**src/core/fbdr_defines.svh**
```systemverilog
`ifndef FBDR_DEFINES_SVH
`define FBDR_DEFINES_SVH

// ****************************************************************
// Register byte offsets
// ****************************************************************
`define FBDR_ADDR_CTRL       8'h00
`define FBDR_ADDR_RESOL      8'h04
`define FBDR_ADDR_OFFSET     8'h08
`define FBDR_ADDR_MOFFSET    8'h0C
`define FBDR_ADDR_STEPS      8'h10
`define FBDR_ADDR_RANGE      8'h14
`define FBDR_ADDR_HOURS      8'h18
`define FBDR_ADDR_FWVER      8'h1C
`define FBDR_ADDR_STATUS     8'h20
`define FBDR_ADDR_MASTER     8'h24

// ****************************************************************
// Control fields and reset values
// ****************************************************************
`define FBDR_CTRL_CLASS_LO   0
`define FBDR_CTRL_CLASS_HI   1
`define FBDR_CTRL_DIR_BIT    2
`define FBDR_CTRL_SCALE_BIT  3
`define FBDR_CTRL_RST        4'h0
`define FBDR_HOURS_RST       32'hFFFF_FFFF

// ****************************************************************
// Report layout
// ****************************************************************
`define FBDR_IDX_FIRST       6'h01
`define FBDR_IDX_LAST_C1     6'h10
`define FBDR_IDX_LAST_C2     6'h39
`define FBDR_LEN_C1          8'h0A
`define FBDR_LEN_C2          8'h33
`define FBDR_ENC_TYPE        8'h07
`define FBDR_REVS            16'h0001
`define FBDR_ALM_SUPP        16'h0001
`define FBDR_PROFILE_VER     16'h0110
`define FBDR_SERIAL_FILL     8'h2A
`define FBDR_ALARM_W         5

// ****************************************************************
// Status bit positions
// ****************************************************************
`define FBDR_S1_PRM_FAULT    6
`define FBDR_S1_UNSUPP       4
`define FBDR_S1_EXT_PEND     3
`define FBDR_S1_CFG_FAULT    2
`define FBDR_S1_NOT_READY    1
`define FBDR_S2_SYNC         5
`define FBDR_S2_FREEZE       4
`define FBDR_S2_WDOG         3
`define FBDR_S2_SLAVE        2
`define FBDR_S2_STAT_DIAG    1
`define FBDR_S2_PRM_REQ      0
`define FBDR_S3_OVERFLOW     7

`endif

```
**src/core/fbdr_pkg.sv**
```systemverilog
package fbdr_pkg;
  typedef enum logic [1:0] {
    FBDR_CLASS1,
    FBDR_CLASS2,
    FBDR_VENDOR,
    FBDR_VENDOR_SPEED
  } fbdr_class_t;

  typedef enum logic {
    FBDR_IDLE,
    FBDR_SEND
  } fbdr_state_t;
endpackage

```
**src/core/fbdr_report.sv**
```systemverilog
// Decided for this implementation: the register offsets and register access over Wishbone.
`timescale 1ns/1ps
`default_nettype none
`include "fbdr_defines.svh"

// Overview of operation
// Parameter-rejected flag, status byte 1 bit 6, after a refused parameter telegram.
// Status byte 1 bit 4 set when a requested function is unsupported.
// Status byte 1 bit 3 high exactly while an extended report is pending.
// Status byte 1 bit 2 set when configuration identifiers are rejected.
// Status byte 1 bit 1 set while cyclic exchange is not yet possible.
// Master sets status byte 1 bit 7 for another master's lock.
// Master sets bit 5 on no response, bit 0 for absent slave.
// Master sets status byte 2 bit 7 when slave leaves poll list.
// Status byte 2 bit 5 set once a SYNC command is received.
// Status byte 2 bit 4 set once a FREEZE command is received.
// Status byte 2 bit 3 reports the response watchdog being active.
// Status byte 2 bit 2 always one; bit 6 reserved.
// Status byte 2 bit 0 set while re-parameterization is needed.
// Status byte 3 bit 7 flags extended diagnosis overrun; rest reserved.
// Byte 4 holds the address of the last accepted parameterizing master.
// Bytes 5 and 6 carry the 16-bit identification code, high first.
// Byte 7 carries the count of extended bytes.
// Report length follows the selected class; vendor classes use class 2.
// Class 1 ends at byte 16 with resolution and revolution count.
// Class 2 adds bytes 17 to 57 up to the serial number.
// Byte 8 bits 0 to 4 are the five alarms, active high.
// Masters sharing the slave send identical configuration and parameters.
// Length counts the length byte and all following extended bytes.
// Internal error sets pending and static flags, withholds position data.
// Bytes go out in ascending order, wide fields high byte first.
// Reserved and unused status and alarm bits read as zero.
module fbdr_report #(
  parameter logic [15:0] IDENT_CODE = 16'h5A5A // Arbitrary value
) (
  input wire logic sys_clk_i,
  input wire logic sys_rst_i,
  input wire logic [31:0] wb_adr_i,
  input wire logic [31:0] wb_dat_i,
  output logic [31:0] wb_dat_o,
  input wire logic [3:0] wb_sel_i,
  input wire logic wb_we_i,
  input wire logic wb_cyc_i,
  input wire logic wb_stb_i,
  output logic wb_ack_o,
  input wire logic prm_accept_i,
  input wire logic prm_reject_i,
  input wire logic [7:0] prm_master_addr_i,
  input wire logic cfg_accept_i,
  input wire logic cfg_reject_i,
  input wire logic unsupported_req_i,
  input wire logic not_ready_i,
  input wire logic reparam_needed_i,
  input wire logic sync_cmd_i,
  input wire logic freeze_cmd_i,
  input wire logic response_watchdog_active_i,
  input wire logic [4:0] alarm_i,
  input wire logic diag_req_i,
  output logic [7:0] diag_byte_o,
  output logic diag_valid_o,
  output logic diag_last_o,
  input wire logic diag_ready_i,
  output logic pos_valid_o
);
  import fbdr_pkg::*;

  // ****************************************************************
  // Register file
  // ****************************************************************
  fbdr_class_t class_q;
  logic dir_q, scale_q;
  logic [31:0] resol_q, offset_q, moffset_q, steps_q, range_q, hours_q;
  logic [15:0] fwver_q;
  logic [7:0] master_q;
  logic [7:0] st1, st2, st3, alarm_byte, opstat, len;
  logic [5:0] last_idx;
  logic wb_req, wb_wr, done;

  assign wb_req = wb_cyc_i && wb_stb_i && !wb_ack_o;
  assign wb_wr = wb_req && wb_we_i;

  function automatic logic [31:0] merge(input logic [31:0] old,
                                        input logic [31:0] nw,
                                        input logic [3:0] sel);
    logic [31:0] r;
    r = old;
    for (int i = 0; i < 4; i++) begin
      if (sel[i]) begin
        r[8*i +: 8] = nw[8*i +: 8];
      end
    end
    return r;
  endfunction

  always_ff @(posedge sys_clk_i) begin
    if (sys_rst_i) begin
      wb_ack_o <= 1'b0;
    end else begin
      wb_ack_o <= wb_req;
    end
  end

  always_ff @(posedge sys_clk_i) begin
    if (sys_rst_i) begin
      class_q <= FBDR_CLASS1;
      dir_q <= 1'b0;
      scale_q <= 1'b0;
      resol_q <= 32'h0000_0000;
      offset_q <= 32'h0000_0000;
      moffset_q <= 32'h0000_0000;
      steps_q <= 32'h0000_0000;
      range_q <= 32'h0000_0000;
      hours_q <= `FBDR_HOURS_RST;
      fwver_q <= 16'h0000;
    end else if (wb_wr) begin
      case (wb_adr_i[7:0])
        `FBDR_ADDR_CTRL: begin
          if (wb_sel_i[0]) begin
            class_q <= fbdr_class_t'(
              wb_dat_i[`FBDR_CTRL_CLASS_HI:`FBDR_CTRL_CLASS_LO]);
            dir_q <= wb_dat_i[`FBDR_CTRL_DIR_BIT];
            scale_q <= wb_dat_i[`FBDR_CTRL_SCALE_BIT];
          end
        end
        `FBDR_ADDR_RESOL: resol_q <= merge(resol_q, wb_dat_i, wb_sel_i);
        `FBDR_ADDR_OFFSET: offset_q <= merge(offset_q, wb_dat_i, wb_sel_i);
        `FBDR_ADDR_MOFFSET: begin
          moffset_q <= merge(moffset_q, wb_dat_i, wb_sel_i);
        end
        `FBDR_ADDR_STEPS: steps_q <= merge(steps_q, wb_dat_i, wb_sel_i);
        `FBDR_ADDR_RANGE: range_q <= merge(range_q, wb_dat_i, wb_sel_i);
        `FBDR_ADDR_HOURS: hours_q <= merge(hours_q, wb_dat_i, wb_sel_i);
        `FBDR_ADDR_FWVER: begin
          fwver_q <= 16'(merge({16'h0000, fwver_q}, wb_dat_i, wb_sel_i));
        end
        default: ;
      endcase
    end
  end

  // Unmapped addresses still ack and read zero so the master never hangs
  always_ff @(posedge sys_clk_i) begin
    if (sys_rst_i) begin
      wb_dat_o <= 32'h0000_0000;
    end else if (wb_req && !wb_we_i) begin
      case (wb_adr_i[7:0])
        `FBDR_ADDR_CTRL: wb_dat_o <= {28'h000_0000, scale_q, dir_q, class_q};
        `FBDR_ADDR_RESOL: wb_dat_o <= resol_q;
        `FBDR_ADDR_OFFSET: wb_dat_o <= offset_q;
        `FBDR_ADDR_MOFFSET: wb_dat_o <= moffset_q;
        `FBDR_ADDR_STEPS: wb_dat_o <= steps_q;
        `FBDR_ADDR_RANGE: wb_dat_o <= range_q;
        `FBDR_ADDR_HOURS: wb_dat_o <= hours_q;
        `FBDR_ADDR_FWVER: wb_dat_o <= {16'h0000, fwver_q};
        `FBDR_ADDR_STATUS: wb_dat_o <= {alarm_byte, st3, st2, st1};
        `FBDR_ADDR_MASTER: wb_dat_o <= {24'h00_0000, master_q};
        default: wb_dat_o <= 32'h0000_0000;
      endcase
    end
  end

  // ****************************************************************
  // Station status flags
  // ****************************************************************
  logic prm_fault_q, cfg_fault_q, unsupp_q, sync_q, freeze_q;
  logic prm_req_q, wdog_q, not_ready_q, ext_new_q, ovf_q, err_q;
  logic [4:0] alarm_q;

  // Flags cleared by a sent report keep an event of the same cycle
  always_ff @(posedge sys_clk_i) begin
    if (sys_rst_i) begin
      prm_fault_q <= 1'b0;
      cfg_fault_q <= 1'b0;
      unsupp_q <= 1'b0;
      master_q <= 8'hFF;
    end else begin
      if (prm_reject_i) begin
        prm_fault_q <= 1'b1;
      end else if (prm_accept_i) begin
        prm_fault_q <= 1'b0;
      end
      if (prm_accept_i && !prm_reject_i) begin
        master_q <= prm_master_addr_i;
      end
      if (cfg_reject_i) begin
        cfg_fault_q <= 1'b1;
      end else if (cfg_accept_i) begin
        cfg_fault_q <= 1'b0;
      end
      if (unsupported_req_i) begin
        unsupp_q <= 1'b1;
      end else if (done) begin
        unsupp_q <= 1'b0;
      end
    end
  end

  always_ff @(posedge sys_clk_i) begin
    if (sys_rst_i) begin
      sync_q <= 1'b0;
      freeze_q <= 1'b0;
      prm_req_q <= 1'b1;
      wdog_q <= 1'b0;
      not_ready_q <= 1'b1;
    end else begin
      if (sync_cmd_i) begin
        sync_q <= 1'b1;
      end else if (prm_accept_i) begin
        sync_q <= 1'b0;
      end
      if (freeze_cmd_i) begin
        freeze_q <= 1'b1;
      end else if (prm_accept_i) begin
        freeze_q <= 1'b0;
      end
      if (reparam_needed_i) begin
        prm_req_q <= 1'b1;
      end else if (prm_accept_i && !prm_reject_i) begin
        prm_req_q <= 1'b0;
      end
      wdog_q <= response_watchdog_active_i;
      not_ready_q <= not_ready_i;
    end
  end

  // Alarms are level inputs; the report stays pending while any is high
  always_ff @(posedge sys_clk_i) begin
    if (sys_rst_i) begin
      alarm_q <= 5'h00;
      err_q <= 1'b0;
      ext_new_q <= 1'b0;
      ovf_q <= 1'b0;
      pos_valid_o <= 1'b0;
    end else begin
      alarm_q <= alarm_i;
      err_q <= |alarm_i;
      pos_valid_o <= ~|alarm_i;
      if (|(alarm_i & ~alarm_q) || prm_accept_i) begin
        ext_new_q <= 1'b1;
      end else if (done) begin
        ext_new_q <= 1'b0;
      end
      // A newly raised alarm while an event is still unread overruns the report
      if (ext_new_q && |(alarm_i & ~alarm_q)) begin
        ovf_q <= 1'b1;
      end else if (done) begin
        ovf_q <= 1'b0;
      end
    end
  end

  always_comb begin
    st1 = 8'h00;
    st1[`FBDR_S1_PRM_FAULT] = prm_fault_q;
    st1[`FBDR_S1_UNSUPP] = unsupp_q;
    st1[`FBDR_S1_EXT_PEND] = ext_new_q || err_q;
    st1[`FBDR_S1_CFG_FAULT] = cfg_fault_q;
    st1[`FBDR_S1_NOT_READY] = not_ready_q;
    st2 = 8'h00;
    st2[`FBDR_S2_SYNC] = sync_q;
    st2[`FBDR_S2_FREEZE] = freeze_q;
    st2[`FBDR_S2_WDOG] = wdog_q;
    st2[`FBDR_S2_SLAVE] = 1'b1;
    st2[`FBDR_S2_STAT_DIAG] = err_q;
    st2[`FBDR_S2_PRM_REQ] = prm_req_q;
    st3 = 8'h00;
    st3[`FBDR_S3_OVERFLOW] = ovf_q;
    alarm_byte = {3'b000, alarm_q};
    opstat = {class_q != FBDR_CLASS1 && class_q != FBDR_CLASS2, 3'b000,
              scale_q, 1'b1, class_q != FBDR_CLASS1, dir_q};
    if (class_q == FBDR_CLASS1) begin
      len = `FBDR_LEN_C1;
      last_idx = `FBDR_IDX_LAST_C1;
    end else begin
      len = `FBDR_LEN_C2;
      last_idx = `FBDR_IDX_LAST_C2;
    end
  end

  // ****************************************************************
  // Report serialiser
  // ****************************************************************
  function automatic logic [7:0] pick(input logic [31:0] w,
                                      input logic [1:0] k);
    return w[8*(3-k) +: 8];
  endfunction

  function automatic logic [7:0] get_byte(input logic [5:0] idx);
    logic [7:0] b;
    b = 8'h00;
    case (idx)
      6'h01: b = st1;
      6'h02: b = st2;
      6'h03: b = st3;
      6'h04: b = master_q;
      6'h05: b = IDENT_CODE[15:8];
      6'h06: b = IDENT_CODE[7:0];
      6'h07: b = len;
      6'h08: b = alarm_byte;
      6'h09: b = opstat;
      6'h0A: b = `FBDR_ENC_TYPE;
      6'h0F: b = pick({16'h0000, `FBDR_REVS}, 2'd2);
      6'h10: b = pick({16'h0000, `FBDR_REVS}, 2'd3);
      6'h12: b = pick({16'h0000, `FBDR_ALM_SUPP}, 2'd2);
      6'h13: b = pick({16'h0000, `FBDR_ALM_SUPP}, 2'd3);
      6'h18: b = pick({16'h0000, `FBDR_PROFILE_VER}, 2'd2);
      6'h19: b = pick({16'h0000, `FBDR_PROFILE_VER}, 2'd3);
      6'h1A: b = fwver_q[15:8];
      6'h1B: b = fwver_q[7:0];
      default: begin
        if (idx >= 6'h0B && idx <= 6'h0E) begin
          b = pick(resol_q, 2'(idx - 6'h0B));
        end else if (idx >= 6'h1C && idx <= 6'h1F) begin
          b = pick(hours_q, 2'(idx - 6'h1C));
        end else if (idx >= 6'h20 && idx <= 6'h23) begin
          b = pick(offset_q, 2'(idx - 6'h20));
        end else if (idx >= 6'h24 && idx <= 6'h27) begin
          b = pick(moffset_q, 2'(idx - 6'h24));
        end else if (idx >= 6'h28 && idx <= 6'h2B) begin
          b = pick(steps_q, 2'(idx - 6'h28));
        end else if (idx >= 6'h2C && idx <= 6'h2F) begin
          b = pick(range_q, 2'(idx - 6'h2C));
        end else if (idx >= 6'h30 && idx <= 6'h39) begin
          b = `FBDR_SERIAL_FILL;
        end
      end
    endcase
    return b;
  endfunction

  fbdr_state_t state_q;
  logic [5:0] idx_q;

  assign done = state_q == FBDR_SEND && diag_ready_i && diag_last_o;

  always_ff @(posedge sys_clk_i) begin
    if (sys_rst_i) begin
      state_q <= FBDR_IDLE;
      idx_q <= 6'h00;
      diag_byte_o <= 8'h00;
      diag_valid_o <= 1'b0;
      diag_last_o <= 1'b0;
    end else begin
      case (state_q)
        FBDR_IDLE: begin
          if (diag_req_i) begin
            state_q <= FBDR_SEND;
            idx_q <= `FBDR_IDX_FIRST;
            diag_byte_o <= get_byte(`FBDR_IDX_FIRST);
            diag_valid_o <= 1'b1;
            diag_last_o <= 1'b0;
          end
        end
        FBDR_SEND: begin
          if (diag_ready_i) begin
            if (diag_last_o) begin
              state_q <= FBDR_IDLE;
              diag_valid_o <= 1'b0;
              diag_last_o <= 1'b0;
            end else begin
              idx_q <= idx_q + 6'h01;
              diag_byte_o <= get_byte(idx_q + 6'h01);
              diag_last_o <= (idx_q + 6'h01) == last_idx;
            end
          end
        end
        default: state_q <= FBDR_IDLE;
      endcase
    end
  end

  // ****************************************************************
  // Checks
  // ****************************************************************
  a_prm_fault_set: assert property (@(posedge sys_clk_i)
    disable iff (sys_rst_i) prm_reject_i |=> st1[`FBDR_S1_PRM_FAULT])
    else $error("parameter fault flag not set");
  a_unsupp_set: assert property (@(posedge sys_clk_i)
    disable iff (sys_rst_i) unsupported_req_i |=> st1[`FBDR_S1_UNSUPP])
    else $error("unsupported flag not set");
  a_ext_pending: assert property (@(posedge sys_clk_i)
    disable iff (sys_rst_i) |alarm_i |=> st1[`FBDR_S1_EXT_PEND])
    else $error("extended report not pending on alarm");
  a_sync_freeze: assert property (@(posedge sys_clk_i)
    disable iff (sys_rst_i) sync_cmd_i || freeze_cmd_i |=>
      (st2[`FBDR_S2_SYNC] || !$past(sync_cmd_i)) &&
      (st2[`FBDR_S2_FREEZE] || !$past(freeze_cmd_i)))
    else $error("sync or freeze flag missing");
  a_wdog_follow: assert property (@(posedge sys_clk_i)
    disable iff (sys_rst_i)
      st2[`FBDR_S2_WDOG] == $past(response_watchdog_active_i))
    else $error("watchdog bit mismatch");
  a_ident_hi: assert property (@(posedge sys_clk_i)
    disable iff (sys_rst_i) diag_valid_o && idx_q == 6'h05 |->
      diag_byte_o == IDENT_CODE[15:8])
    else $error("identifier high byte wrong");
  a_len_byte: assert property (@(posedge sys_clk_i)
    disable iff (sys_rst_i) diag_valid_o && idx_q == 6'h07 |->
      diag_byte_o == ((class_q == FBDR_CLASS1) ? `FBDR_LEN_C1 :
        `FBDR_LEN_C2))
    else $error("length byte wrong");
  a_pos_hold: assert property (@(posedge sys_clk_i)
    disable iff (sys_rst_i) |alarm_i |=> !pos_valid_o ##0
      st2[`FBDR_S2_STAT_DIAG])
    else $error("position not withheld on error");
  a_byte_order: assert property (@(posedge sys_clk_i)
    disable iff (sys_rst_i) diag_valid_o && diag_ready_i && !diag_last_o
      |=> idx_q == $past(idx_q) + 6'h01)
    else $error("bytes out of order");
  a_slave_bit: assert property (@(posedge sys_clk_i)
    disable iff (sys_rst_i) diag_valid_o && idx_q == 6'h02 |->
      diag_byte_o[2] && !diag_byte_o[6] && !diag_byte_o[7])
    else $error("station status 2 fixed bits wrong");
endmodule
`default_nettype wire

```
**config.mk**
```make
export PLATFORM = sky130hd
export DESIGN_NAME = fbdr_report
export DESIGN_NICKNAME = d
export VERILOG_FILES = /design/src/core/fbdr_pkg.sv /design/src/core/fbdr_report.sv
export VERILOG_INCLUDE_DIRS = /design/src /design/src/core
export SDC_FILE = /design/constraint.sdc
export NUM_CORES = 1
export LEC_CHECK = 0
export ABC_AREA = 1
export BUFFER_PORTS_ARGS = -buffer_cell sky130_fd_sc_hd__clkbuf_2
export CORE_MARGIN = 2
export CORE_UTILIZATION = 30
export DETAILED_ROUTE_END_ITERATION = 7
export MAX_ROUTING_LAYER = met4
export PLACE_DENSITY_LB_ADDON = 0.05
export SLEW_MARGIN = 15
export SYNTH_ARGS = -nofsm -noshare
export SYNTH_HDL_FRONTEND = slang
export SYNTH_SLANG_ARGS = --single-unit
```
**constraint.sdc**
```tcl
create_clock -name sys_clk_i -period 2.7 [get_ports sys_clk_i]
set_input_delay 0.135 -clock sys_clk_i [delete_from_list [all_inputs] [get_ports sys_clk_i]]
set_output_delay 0.135 -clock sys_clk_i [all_outputs]
set_load 0.01 [all_outputs]
```
# Yosys cells after proc, flatten, opt, wreduce, memory -nomap -nowiden
# Cells that the tools add are included.
# classes
n_addsub	13
reduce_logical	68
n_lt_le_gt_ge	14
eq_ne	33
muxes	41
shifts	6
bitwise	3
# ops
operator	n
32-bit case mux with 10 select lines	1
32-bit by 33-bit variable part select with 8-bit output	6
8-bit case mux with 14 select lines	1
3-bit AND reduction	29
8-bit 2-to-1 mux	9
6-bit by 5-bit == test with 1-bit output (second input constant)	7
6-bit 2-to-1 mux	6
8-bit by 5-bit == test with 1-bit output (second input constant)	4
6-bit >= comparator (second input constant)	5
6-bit <= comparator (second input constant)	5
6-bit by 3-bit == test with 1-bit output (second input constant)	4
6-bit by 4-bit == test with 1-bit output (second input constant)	4
1-bit 2-to-1 mux	19
2-bit by 2-bit subtractor with 3-bit output (first input constant)	6
8-bit by 4-bit == test with 1-bit output (second input constant)	2
8-bit by 6-bit == test with 1-bit output (second input constant)	2
1-bit logical AND	16
8-bit case mux with 2 select lines	1
2-bit nonzero test	8
6-bit by 2-bit == test with 1-bit output (second input constant)	2
6-bit case mux with 2 select lines	1
5-bit OR reduction	2
2-bit by 1-bit subtractor with 2-bit output (second input constant)	5
8-bit by 3-bit == test with 1-bit output (second input constant)	1
21 further kinds	32
# totals
regBits	287
word_cells	228

# Depth between registers and ports, before layout
# Gate-level depths: netlist (run 1).
# depth
ltp_word	14
depth_mapped	19
depth_no_buf	18

# Worst setup path after synthesis (run 1)
# OpenSTA, ideal clock, no wires.
# synth_timing
path_kind	register to register
startpoint	reg idx_q[0]
endpoint	reg diag_byte_o[1]
slack_ps	18
required_ps	2568
stages_incl_launch_ff	20
synth_period_minus_slack_ps	2682
path_buffers	5
t_arrival_ps	2550
path_cell_list	dfxtp_1 > inv_1 > buf_2 > buf_2 > buf_1 > ha_1 > clkbuf_1 > inv_1 > clkbuf_1 > a21oi_1 > o21ai_0 > o21ai_0 > nand2_1 > nand2_1 > nor2_1 > nand4_1 > nand2_1 > nand2_1 > nand2_1 > a21oi_2
# synth_between
elab_chain_cells	14
elab_cells_between_ends	72
classes_between	13 x add/sub; 14 x order compare; 18 x eq/ne; 6 x shift; 11 x mux; 10 x reduce/logical
# synth_rtl
item	line_no	text
start, declared	fbdr_report.sv:332	logic [5:0] idx_q;
start signal, assigned	fbdr_report.sv:348	idx_q <= `FBDR_IDX_FIRST;
start signal, assigned	fbdr_report.sv:361	idx_q <= idx_q + 6'h01;
6-bit by 1-bit adder with 6-bit output *	fbdr_report.sv:362	diag_byte_o <= get_byte(idx_q + 6'h01);
2-bit by 1-bit subtractor with 2-bit output (tied with other cells)	-	
2-bit by 2-bit subtractor with 3-bit output / 1-bit logical AND (equally long branches)	fbdr_report.sv:285, fbdr_report.sv:323	
32-bit by 33-bit variable part select with 8-bit output / 6-bit 2-to-1 mux (equally long branches)	fbdr_report.sv:285, fbdr_report.sv:323	
8-bit 2-to-1 mux	fbdr_report.sv:321	end else if (idx >= 6'h2C && idx <= 6'h2F) begin
8-bit 2-to-1 mux	fbdr_report.sv:319	end else if (idx >= 6'h28 && idx <= 6'h2B) begin
8-bit 2-to-1 mux	fbdr_report.sv:317	end else if (idx >= 6'h24 && idx <= 6'h27) begin
8-bit 2-to-1 mux	fbdr_report.sv:315	end else if (idx >= 6'h20 && idx <= 6'h23) begin
8-bit 2-to-1 mux	fbdr_report.sv:313	end else if (idx >= 6'h1C && idx <= 6'h1F) begin
8-bit 2-to-1 mux	fbdr_report.sv:311	if (idx >= 6'h0B && idx <= 6'h0E) begin
8-bit case mux with 14 select lines *	fbdr_report.sv:291	case (idx)
8-bit 2-to-1 mux *	fbdr_report.sv:356	if (diag_last_o) begin
8-bit 2-to-1 mux *	fbdr_report.sv:355	if (diag_ready_i) begin
8-bit case mux with 2 select lines *	fbdr_report.sv:344	case (state_q)
end signal, assigned	fbdr_report.sv:349	diag_byte_o <= get_byte(`FBDR_IDX_FIRST);
end signal, assigned	fbdr_report.sv:362	
end, declared	fbdr_report.sv:59	output logic [7:0] diag_byte_o,
# Every way passes the cells marked *; elsewhere a longest branch is shown, timed or not. The select of a mux whose other input is x is not followed.
# A chain may end at the register's enable or synchronous reset.

# Worst setup path in the final report (run 1)
# Ends and elaborated chain as after synthesis.

==> impl_results.md, run 1 <==
* First-pass GRT wire length at 105,000 µm
* Die H at 221 µm
* Clk slew on worst S/H paths at 0.06 ns
* Syn Nets at 2,217
* Flops & latches, synth at 287
* Fmax at 385 MHz
* Reg2Reg Depth at 15
* RSZ-0062 raised after global routing: false
* Via-to-Cell Ratio at 5.33
* Clock sink total at 287
* Total number of vias at 15,600
* Worst hold margin at 0.0356 ns
* FP Rows at 79
* Post-route setup TNS at 0 ns
* Worst rel slew slack at 0.361
* TritonCTS buffer count at 36
* Post-DP Area at 15,700 µm²
* H-Tree Depth at 2
* CTS tree: yes
* Final hold violations at 0
* Async set-or-reset flop fraction in the synthesized netlist at 0
* Die Area at 48,800 µm²
* Pin count of the biggest net entering global routing at 110
* Critical path fanouts, max at 25
* Antenna violations before repair at 2
* Ys Warns at 0
* Fillers at 5,083
* Top_reg_cell synth: dfxtp_1
* Hold WC Path Type: primary input to register
* Vias in the first global route at 14,700
* Placed Cells at 2,802
* CTS root buffer: clkbuf_16
* Antenna Nets Post-Route at 0
* Post-route non-filler standard cell count at 2,925
* Most common cell in the netlist: nor2_1
* First DRT Iteration DRCs at 1,712
* Routability cong. at 0.969
* GRT overflow at 0
* Synth cell types at 38
* Post-synth top area cell: dfxtp_1
* Worst-Skew Late Latency at 0.57 ns
* Clock Tree Buf Depth at 3
* Per-cell routed wire length at 25.4 µm
* RR Endpoint: diag_byte_o[1]
* Post-route cell area at 17,500 µm²
* Proportion of layout cells with a drive suffix above 1 at 0.132
* Number of remaining DRC errors at 0
* Synth Instances at 2,115
* Netlist Area Pre-Place at 14,100 µm²
* HPWL after detailed placement at 55,600 µm
* Die W at 221 µm
* Worst EP arrival at 3.00 ns
* Synth-to-Final Area Change at 23.7%
* Worst Setup Start Kind: register
* Synth top area cells: dfxtp_1 (41%), o21ai_0 (11%), nor2_1 (9.9%)
* First-pass detailed-route iteration total at 6
* VDD IR-drop max at 385 µV
* Status: complete, no violations
* IO Pins at 142
* Synthesized area per cell at 6.68 µm²
* Starting Density at 0.304
* Pwr dens at 589 nW/µm²
* Pins over their slew limit at 0
* Tcrit/Tclk final at 0.961
* Post-synth EDFFs at 0
* Layout Nets at 2,393
* Setup Skew at 0.0242 ns
* Minimum clock period at 2.59 ns
* # Max-Cap Violations at 0
* Hold path depth at 3
* CP Capture Type: register
* Hold Path Origin: wb_dat_i[2]
* Pleak at 0.00715 µW
* WP data required at 3.10 ns
* WS Path Type: register to register
* Sequential share of the synthesized area at 0.407
* Setup violators final at 0
* GRT Util Overall at 0.305
* Hold Crit Endpoint: range_q[2]
* Core area at 46,500 µm²
* Slew @ Worst Pin at 0.956 ns
* Buffers on Ports at 117
* Final wirelength at 74,400 µm
* RR Startpoint: idx_q[0]
* Share of the synthesized area in the top cell type at 0.407
* Synth top cells by count: nor2_1 (372), nand2_1 (362), o21ai_0 (309), dfxtp_1 (287), a21oi_1 (215)
* Register-to-register setup slack at 0.11 ns
through the flow:
step / util / power [µW] / setup slack [ns]
after floorplan: - / 4870 / 0.0180
after global placement: 0.337 / 5320 / 0.0729
after detailed placement: 0.337 / 5320 / 0.0970
after CTS: 0.376 / 10400 / 0.139
after global routing: 0.376 / 10700 / 0.00556
final: 0.376 / 10300 / 0.105
registers in the layout, indices dropped and copies added (netlist names), 2 cells and up:
signal	count
hours_q	32
moffset_q	32
offset_q	32
range_q	32
resol_q	32
steps_q	32
wb_dat_o	32
fwver_q	16
diag_byte_o	8
master_q	8
idx_q	6
alarm_q	5
class_q	2
logic make-up after synthesis:
| family | after synthesis | share of synthesized area |
|---|---|---|
| AND/OR/NAND/NOR | 851 | 0.247 |
| AO/OA/AOI/OAI | 656 | 0.256 |
| buffers and inverters | 317 | 0.0868 |
| flip-flops | 287 | 0.407 |
| adder cells (fa/ha/maj) | 4 | 0.00354 |
cells in the final DEF, fill, tap and decap left out, types with 3 or more instances in the layout:
master	count
nor2_1	369
nand2_1	362
o21ai_0	309
dfxtp_1	286
a21oi_1	215
inv_1	183
clkbuf_2	117
buf_4	65
dlygate4sd3_1	58
nand3_1	50
o211ai_1	42
clkbuf_16	38
o22ai_1	35
nand4_1	23
a221oi_1	22
inv_2	19
nor2_2	13
nor2_4	9
clkbuf_1	9
clkbuf_8	8
nor3_1	7
o2111ai_1	7
o221ai_1	7
nand2_2	7
buf_12	7
a211oi_1	6
clkinv_2	5
clkinv_1	4
nand3_2	4
ha_1	4
nand2_4	3
o21ai_1	3
critical path, cell delays in order, from the launching register on:
cell and delay [ns]:
dfxtp_4 0.41, inv_2 0.07, ha_1 0.36, inv_1 0.21, buf_12 0.20, a21oi_1 0.05, o21ai_0 0.09, o21ai_0 0.14
nand2_1 0.09, nand2_1 0.05, nor2_1 0.23, nand4_1 0.17, nand2_1 0.17, nand2_1 0.07, nand2_1 0.07, a21oi_2 0.05
final cells by class:
type	instances	area [µm²]	area share
Sequential cell	287	5750	0.329
Timing Repair Buffer	248	1810	0.103
Clock buffer	55	1090	0.0627
Multi-Input combinational cell	1511	7170	0.410
Tap cell	607	759	0.0435
Antenna cell	1	2.50	0.000143
Inverter	207	782	0.0448
Clock inverter	9	110	0.00630
how the worst max path moves through the flow:
stage | slack [ns] | cells past startpoint | to | start
floorplan | 0.02 | 19 | diag_byte_o[1] | idx_q[0]
global placement | 0.07 | 11 | wb_dat_o[6] | wb_adr_i[5]
detailed placement | 0.1 | 12 | wb_dat_o[6] | wb_adr_i[3]
CTS | 0.14 | 14 | diag_byte_o[1] | idx_q[0]
global route | 0.006 | 15 | diag_byte_o[1] | idx_q[0]
finish | 0.11 | 15 | diag_byte_o[1] | idx_q[0]
metal layers:
layer	share of wire	vias to the layer above	wire length (µm)	GRT usage
li1	-	7412	-	-
met4	0.056	0	4160	0.158
met5	0	-	0	-
met1	0.43	7449	31700	0.376
met2	0.47	595	35100	0.497
met3	0.046	143	3410	0.0278
timing repair:
| action | in CTS | in global routing |
|---|---|---|
| buffers inserted | 0 | 0 |
| hold buffers | 58 | 0 |
| setup endpoints to repair | 0 | 8 |
| hold endpoints to repair | 171 | 0 |
| resized for setup | 0 | 4 |
where the power goes:
part / internal [µW] / switching (µW)
Clock: 2990 / 1980
Sequential: 4270 / 43.6
Combinational: 314 / 686
Total: 7580 / 2710
(Power assumes the default switching activity.)
==> run 2: changes to the inputs <==
Settings changed: ABC_AREA 1 to default.
==> run 2 against run 1 <==
Against the previous run:
- final cell count shrank 8.5%
- combinational power shrank 6%
- wire length grew 0.96%
- count of clock-buffer cells in the layout shrank 4
- first-iteration DRC count shrank 5.0%
- total power shrank 1.3%
- hold slack lost 0.011 ns
- flip-flop and latch count is the same
- register-to-register slack lost 0.05 ns
==> impl_results.md, run 2 <==
* Status: complete, no violations
* Total number of vias at 15,100
* Synth top cells by count: dfxtp_1 (287), nand2_1 (285), a21oi_1 (233), nor2_1 (142), a22oi_1 (77)
* Synthesized area per cell at 8.55 µm²
* Syn Nets at 1,848
* Worst Setup Start Kind: register
* Setup slack at placement at -0.101 ns
* Slew @ Worst Pin at 1.03 ns
* CTS tree: yes
* Post-route setup TNS at 0 ns
* VDD IR-drop max at 341 µV
* Fmax at 378 MHz
* Per-cell routed wire length at 28.1 µm
* Total power after layout at 10,200 µW
* Antenna Nets Post-Route at 0
* Synth-to-Final Area Change at 27.4%
* Most frequent cells in the layout: nand2_1 (285), dfxtp_1 (284), a21oi_1 (232)
* Proportion of layout cells with a drive suffix above 1 at 0.244
* Worst-Skew Late Latency at 0.56 ns
* Vias in the first global route at 14,200
* Post-layout util at 0.388
* GRT Util Overall at 0.297
* Number of remaining DRC errors at 0
* Slowest-stage cell, CP: mux4_2
* CP peak stage delay at 0.57 ns
* Setup violators final at 0
* Pins over their slew limit at 0
* Synth Instances at 1,746
* Starting Density at 0.305
* # Max-Cap Violations at 0
* Buffers on Ports at 117
* Post-synth EDFFs at 0
* Setup Skew at 0.0230 ns
* TritonCTS buffer count at 36
* Clk slew on worst S/H paths at 0.06 ns
* Top_reg_cell synth: dfxtp_1
* Pwr dens at 534 nW/µm²
* H-Tree Depth at 2
* First-pass detailed-route iteration total at 7
* Crit-path leading delay family: buffers and inverters
* Die H at 227 µm
* CTS root buffer: clkbuf_16
* WP data required at 3.12 ns
* Post-synth top area cell: dfxtp_1
* Share of the synthesized area in the top cell type at 0.385
* RSZ-0062 raised after global routing: false
* Most common cell in the netlist: dfxtp_1
* Worst rel slew slack at 0.314
* Async set-or-reset flop fraction in the synthesized netlist at 0
* Die Area at 51,600 µm²
* First-pass GRT wire length at 106,000 µm
* FP Rows at 81
* Core area at 49,100 µm²
* IO Pins at 142
* Pleak at 0.00654 µW
* CP Cell Sequence: buf_12, inv_6, ha_4, buf_8, buf_6, mux4_2, a22oi_1, buf_4, nor2_1, o211ai_1, a21oi_1
* Netlist Area Pre-Place at 14,900 µm²
* Ys Warns at 0
* HPWL after detailed placement at 57,700 µm
* Via-to-Cell Ratio at 5.65
* CP Capture Type: register
* Minimum clock period at 2.65 ns
* Clock sink total at 287
* Final hold violations at 0
* Pin count of the biggest net entering global routing at 131
* Clock Tree Buf Depth at 3
* Synth top area cells: dfxtp_1 (38%), a21oi_1 (7.8%), mux4_2 (7.4%)
* First DRT Iteration DRCs at 1,627
* GRT overflow at 0
* Sequential share of the synthesized area at 0.385
* Worst EP arrival at 3.06 ns
* Worst path bufs/invs at 5
* Antenna violations before repair at 0
* Die W at 227 µm
* Final wirelength at 75,100 µm
* Synth cell types at 93
* Most common library cell in the layout ignoring fill and taps: nand2_1
* Routability cong. at 0.980
* Flops & latches, synth at 287
* Hold WC Path Type: primary input to register
* Layout Nets at 2,086
* Tcrit/Tclk final at 0.981
* WS Path Type: register to register
* Worst Slack Setup Final at 0.0524 ns
* Critical path fanouts, max at 7
[run 2: changes by cell type in the layout (fill, tap and decap cells not counted), moves of 75 or more]
cell | previous run | this run
a22oi_1 | 1 | 76
nand2_1 | 362 | 285
o21ai_0 | 309 | 70
nor2_1 | 369 | 140
inv_1 | 183 | 11
buf_4 | 65 | 147
[run 2: cells by family (layout without fill, tap and decap cells)]
| group | count (synthesis) | count (layout) | share of synthesized area |
|---|---|---|---|
| and+or+nand+nor | 617 | 617 | 0.191 |
| AOI/OAI and AO/OA | 564 | 564 | 0.248 |
| DFF | 287 | 287 | 0.385 |
| buffers and inverters | 147 | 411 | 0.0456 |
| muxes | 122 | 122 | 0.125 |
| xor gates and xnor gates | 5 | 5 | 0.00293 |
| adders and majority gates | 4 | 4 | 0.00335 |
| other | 0 | 2 | 0 |
[run 2: repair_timing]
action                                  in CTS  in global routing
setup buffers                                1                  5
endpoints found under the setup margin       8                  8
endpoints found under the hold margin      126                  0
hold buffers                                51                  0
pin swaps                                    1                  5
resized for setup                            7                 28
[run 2: final timing paths]
kind           startpoint        endpoint  slack [ns]  cells after the start
max              idx_q[0]  diag_byte_o[4]        0.05                     11
min          wb_dat_i[15]   moffset_q[15]        0.02                      3
max reg2reg      idx_q[0]  diag_byte_o[4]        0.05                     11
min reg2reg  wb_dat_o[11]    wb_dat_o[11]        0.45                      2
[run 2: layout make-up]
type / instances / area [µm²]
Fill cell: 5131 / 30000
Multi-Input combinational cell: 1312 / 8680
Sequential cell: 287 / 5750
Timing Repair Buffer: 332 / 2530
Clock buffer: 51 / 1040
Tap cell: 664 / 831
Clock inverter: 13 / 136
Inverter: 15 / 61.3
Antenna cell: 2 / 5.00
[run 2: where the power goes]
group	switching, µW	internal [µW]	leakage, µW
Sequential	55.0	4270	0.00232
Clock	2020	2880	0.000581
Combinational	552	385	0.00364
[run 2: worst reg2reg max path, stage by stage, from the launching register on]
cell      delay (ns)
dfxtp_2         0.35
buf_12          0.12
inv_6           0.04
ha_4            0.36
buf_8           0.17
buf_6           0.17
mux4_2          0.57
a22oi_1         0.24
buf_4           0.16
nor2_1          0.04
o211ai_1        0.20
a21oi_1         0.09
[run 2: per-layer routing]
layer	vias to the layer above	share of wire	track usage
li1	6862	-	-
met1	7535	0.44	0.398
met2	628	0.46	0.465
met3	103	0.070	0.0456
met4	0	0.030	0.0856
met5	-	0	-
[run 2: metrics by stage]
stage               cell area (µm²)  std cells  hold WS (ns)
CTS                           18800       2669       0.00771
detailed placement            17100       2553         0.324
global placement              17100       2553         0.323
finish                        19000       2676        0.0250
floorplan                     15000       1746         0.213
global route                  19000       2674        0.0198
==> run 3: changes to the inputs <==
Settings changed: RECOVER_POWER from default to 50.
==> run 3 against run 2 <==
Against the previous run:
- critical path depth down 1
- count of clock-buffer cells in the layout is the same
- sequential share of layout area increased by 0.24 points
- setup slack is essentially flat
- largest power group unchanged
- cell area fell by 0.79%
- largest cell class unchanged
- total power fell by 0.16%
- register-to-register slack barely moved
- via count is essentially flat
- highest routed layer unchanged
- global-route usage is the same
==> impl_results.md, run 3 (same netlist as run 2, synthesis figures left out) <==
* Post-route cell area at 18,900 µm²
* Setup violators final at 0
* HPWL after detailed placement at 57,700 µm
* CTS root buffer: clkbuf_16
* WS Path Type: register to register
* First-pass detailed-route iteration total at 6
* H-Tree Depth at 2
* # Max-Cap Violations at 0
* Setup Skew at 0.0246 ns
* Per-cell routed wire length at 28.1 µm
* Final hold violations at 0
* Layout Nets at 2,086
* Proportion of layout cells with a drive suffix above 1 at 0.210
* Placed Cells at 2,553
* Die Area at 51,600 µm²
* Pin count of the biggest net entering global routing at 131
* First-pass GRT wire length at 106,000 µm
* Fillers at 5,173
* GRT overflow at 0
* Final wirelength at 75,100 µm
* Sequential cell fraction of total power at 0.427
* Worst Setup Start Kind: register
* Clock power frac at 0.482
* First DRT Iteration DRCs at 1,595
* FP Rows at 81
* Most frequent cells in the layout: nand2_1 (285), dfxtp_1 (284), a21oi_1 (232)
* CP Capture Type: register
* GRT Util Overall at 0.297
* Internal Power at 7520 µW
* Pwr dens at 537 nW/µm²
* Core area at 49,100 µm²
* CTS tree: yes
* Tcrit/Tclk final at 0.981
* Vias in the first global route at 14,200
* Antenna Nets Post-Route at 0
* Critical path fanouts, max at 7
* P_sw at 2620 µW
* VDD IR-drop max at 340 µV
* Multi-input gate area at 8650 µm²
* Most used cell, CP: buf_12
* IO Pins at 142
* Worst-Skew Late Latency at 0.56 ns
* Die H at 227 µm
* Status: complete, no violations
* Buffers on Ports at 117
* Via-to-Cell Ratio at 5.65
* Worst rel slew slack at 0.313
* Register area at 5750 µm²
* Clk slew on worst S/H paths at 0.06 ns
* WP data required at 3.09 ns
* Hold WC Path Type: primary input to register
* Routability cong. at 0.980
* Synth-to-Final Area Change at 26.4%
* TritonCTS buffer count at 36
* Total number of vias at 15,100
* RSZ-0062 raised after global routing: false
* Slowest-stage cell, CP: mux4_2
* Antenna violations before repair at 0
* CP peak stage delay at 0.53 ns
* Pleak at 0.00631 µW
* Post-route non-filler standard cell count at 2,676
* Combinational share of power at 0.092
* Worst hold margin at 0.0193 ns
* Pins over their slew limit at 0
* Number of remaining DRC errors at 0
* Most common library cell in the layout ignoring fill and taps: nand2_1
* Clock sink total at 287
* Minimum clock period at 2.65 ns
* Slew @ Worst Pin at 1.03 ns
* Worst path bufs/invs at 4
* Worst EP arrival at 3.04 ns
* Die W at 227 µm
* CP Cell Sequence: buf_12, inv_6, ha_4, buf_12, mux4_2, a221oi_2, buf_4, nor3_1, o21ai_1, a311oi_1
* Clock Tree Buf Depth at 3
* Starting Density at 0.305
* Sw frac at 0.258
* Crit-path leading delay family: compound AO/OA/AOI/OAI gates
* Fmax at 378 MHz
* Post-DP Area at 17,100 µm²
* Post-layout util at 0.385
==> run 3: cell count changes in the layout (fill, tap and decap cells not counted), sizes merged <==
cell    previous run  this run
buf              165       145
clkbuf           167       187
==> run 3: final cells by class <==
| cell class | count | share of cell area |
|---|---|---|
| antenna | 2 | 0.000265 |
| clock buffer | 51 | 0.0550 |
| clock inverter | 13 | 0.00723 |
| inverter | 15 | 0.00325 |
| multi-input combinational | 1312 | 0.458 |
| sequential | 287 | 0.305 |
| tap | 664 | 0.0440 |
| timing repair buffer | 332 | 0.127 |
==> run 3: power by group through the flow <==
stage	logic [µW]	clock network, µW	registers, µW
6_report	929	4890	4330
5_1_grt	981	5160	4330
4_1_cts	904	5010	4320
3_5_place_dp	838	0	4420
3_3_place_gp	839	0	4420
2_1_floorplan	449	0	4390
==> run 3: final timing paths <==
path              cells after the start  slack, ns    startpoint        endpoint
setup / recovery                     10       0.05      idx_q[0]  diag_byte_o[5]
hold / removal                        3       0.02  wb_dat_i[15]     resol_q[15]
setup reg to reg                     10       0.05      idx_q[0]  diag_byte_o[5]
hold reg to reg                       2       0.46  wb_dat_o[11]    wb_dat_o[11]
==> run 3: worst min-delay path: stages <==
cell and delay (ns):
clkbuf_2 0.23, nand2_1 0.11, a21oi_1 0.05
==> run 3: what timing repair did <==
item                                    4_1_cts  5_1_grt
hold buffers                                 51        0
setup buffers                                 1        5
endpoints found under the setup margin        8        8
endpoints found under the hold margin       126        0
pin swaps                                     1        5
resized for setup                             7       28
==> run 3: per-layer routing <==
| metal | routed length (µm) | global-route usage | up-vias |
|---|---|---|---|
| met5 | 0 | - | - |
| met4 | 2220 | 0.0856 | 0 |
| met3 | 5630 | 0.0456 | 102 |
| met2 | 34400 | 0.465 | 656 |
| met1 | 32900 | 0.398 | 7508 |
| li1 | - | - | 6865 |
==> run 3: metrics by stage <==
step / total power [µW] / TNS [ns] / setup slack (ns)
floorplan: 4840 / 0 / 0.00315
global placement: 5260 / -0.189 / -0.0851
detailed placement: 5260 / -0.497 / -0.101
CTS: 10200 / -0.00961 / -0.00961
global route: 10500 / 0 / 0.00144
finish: 10100 / 0 / 0.0525
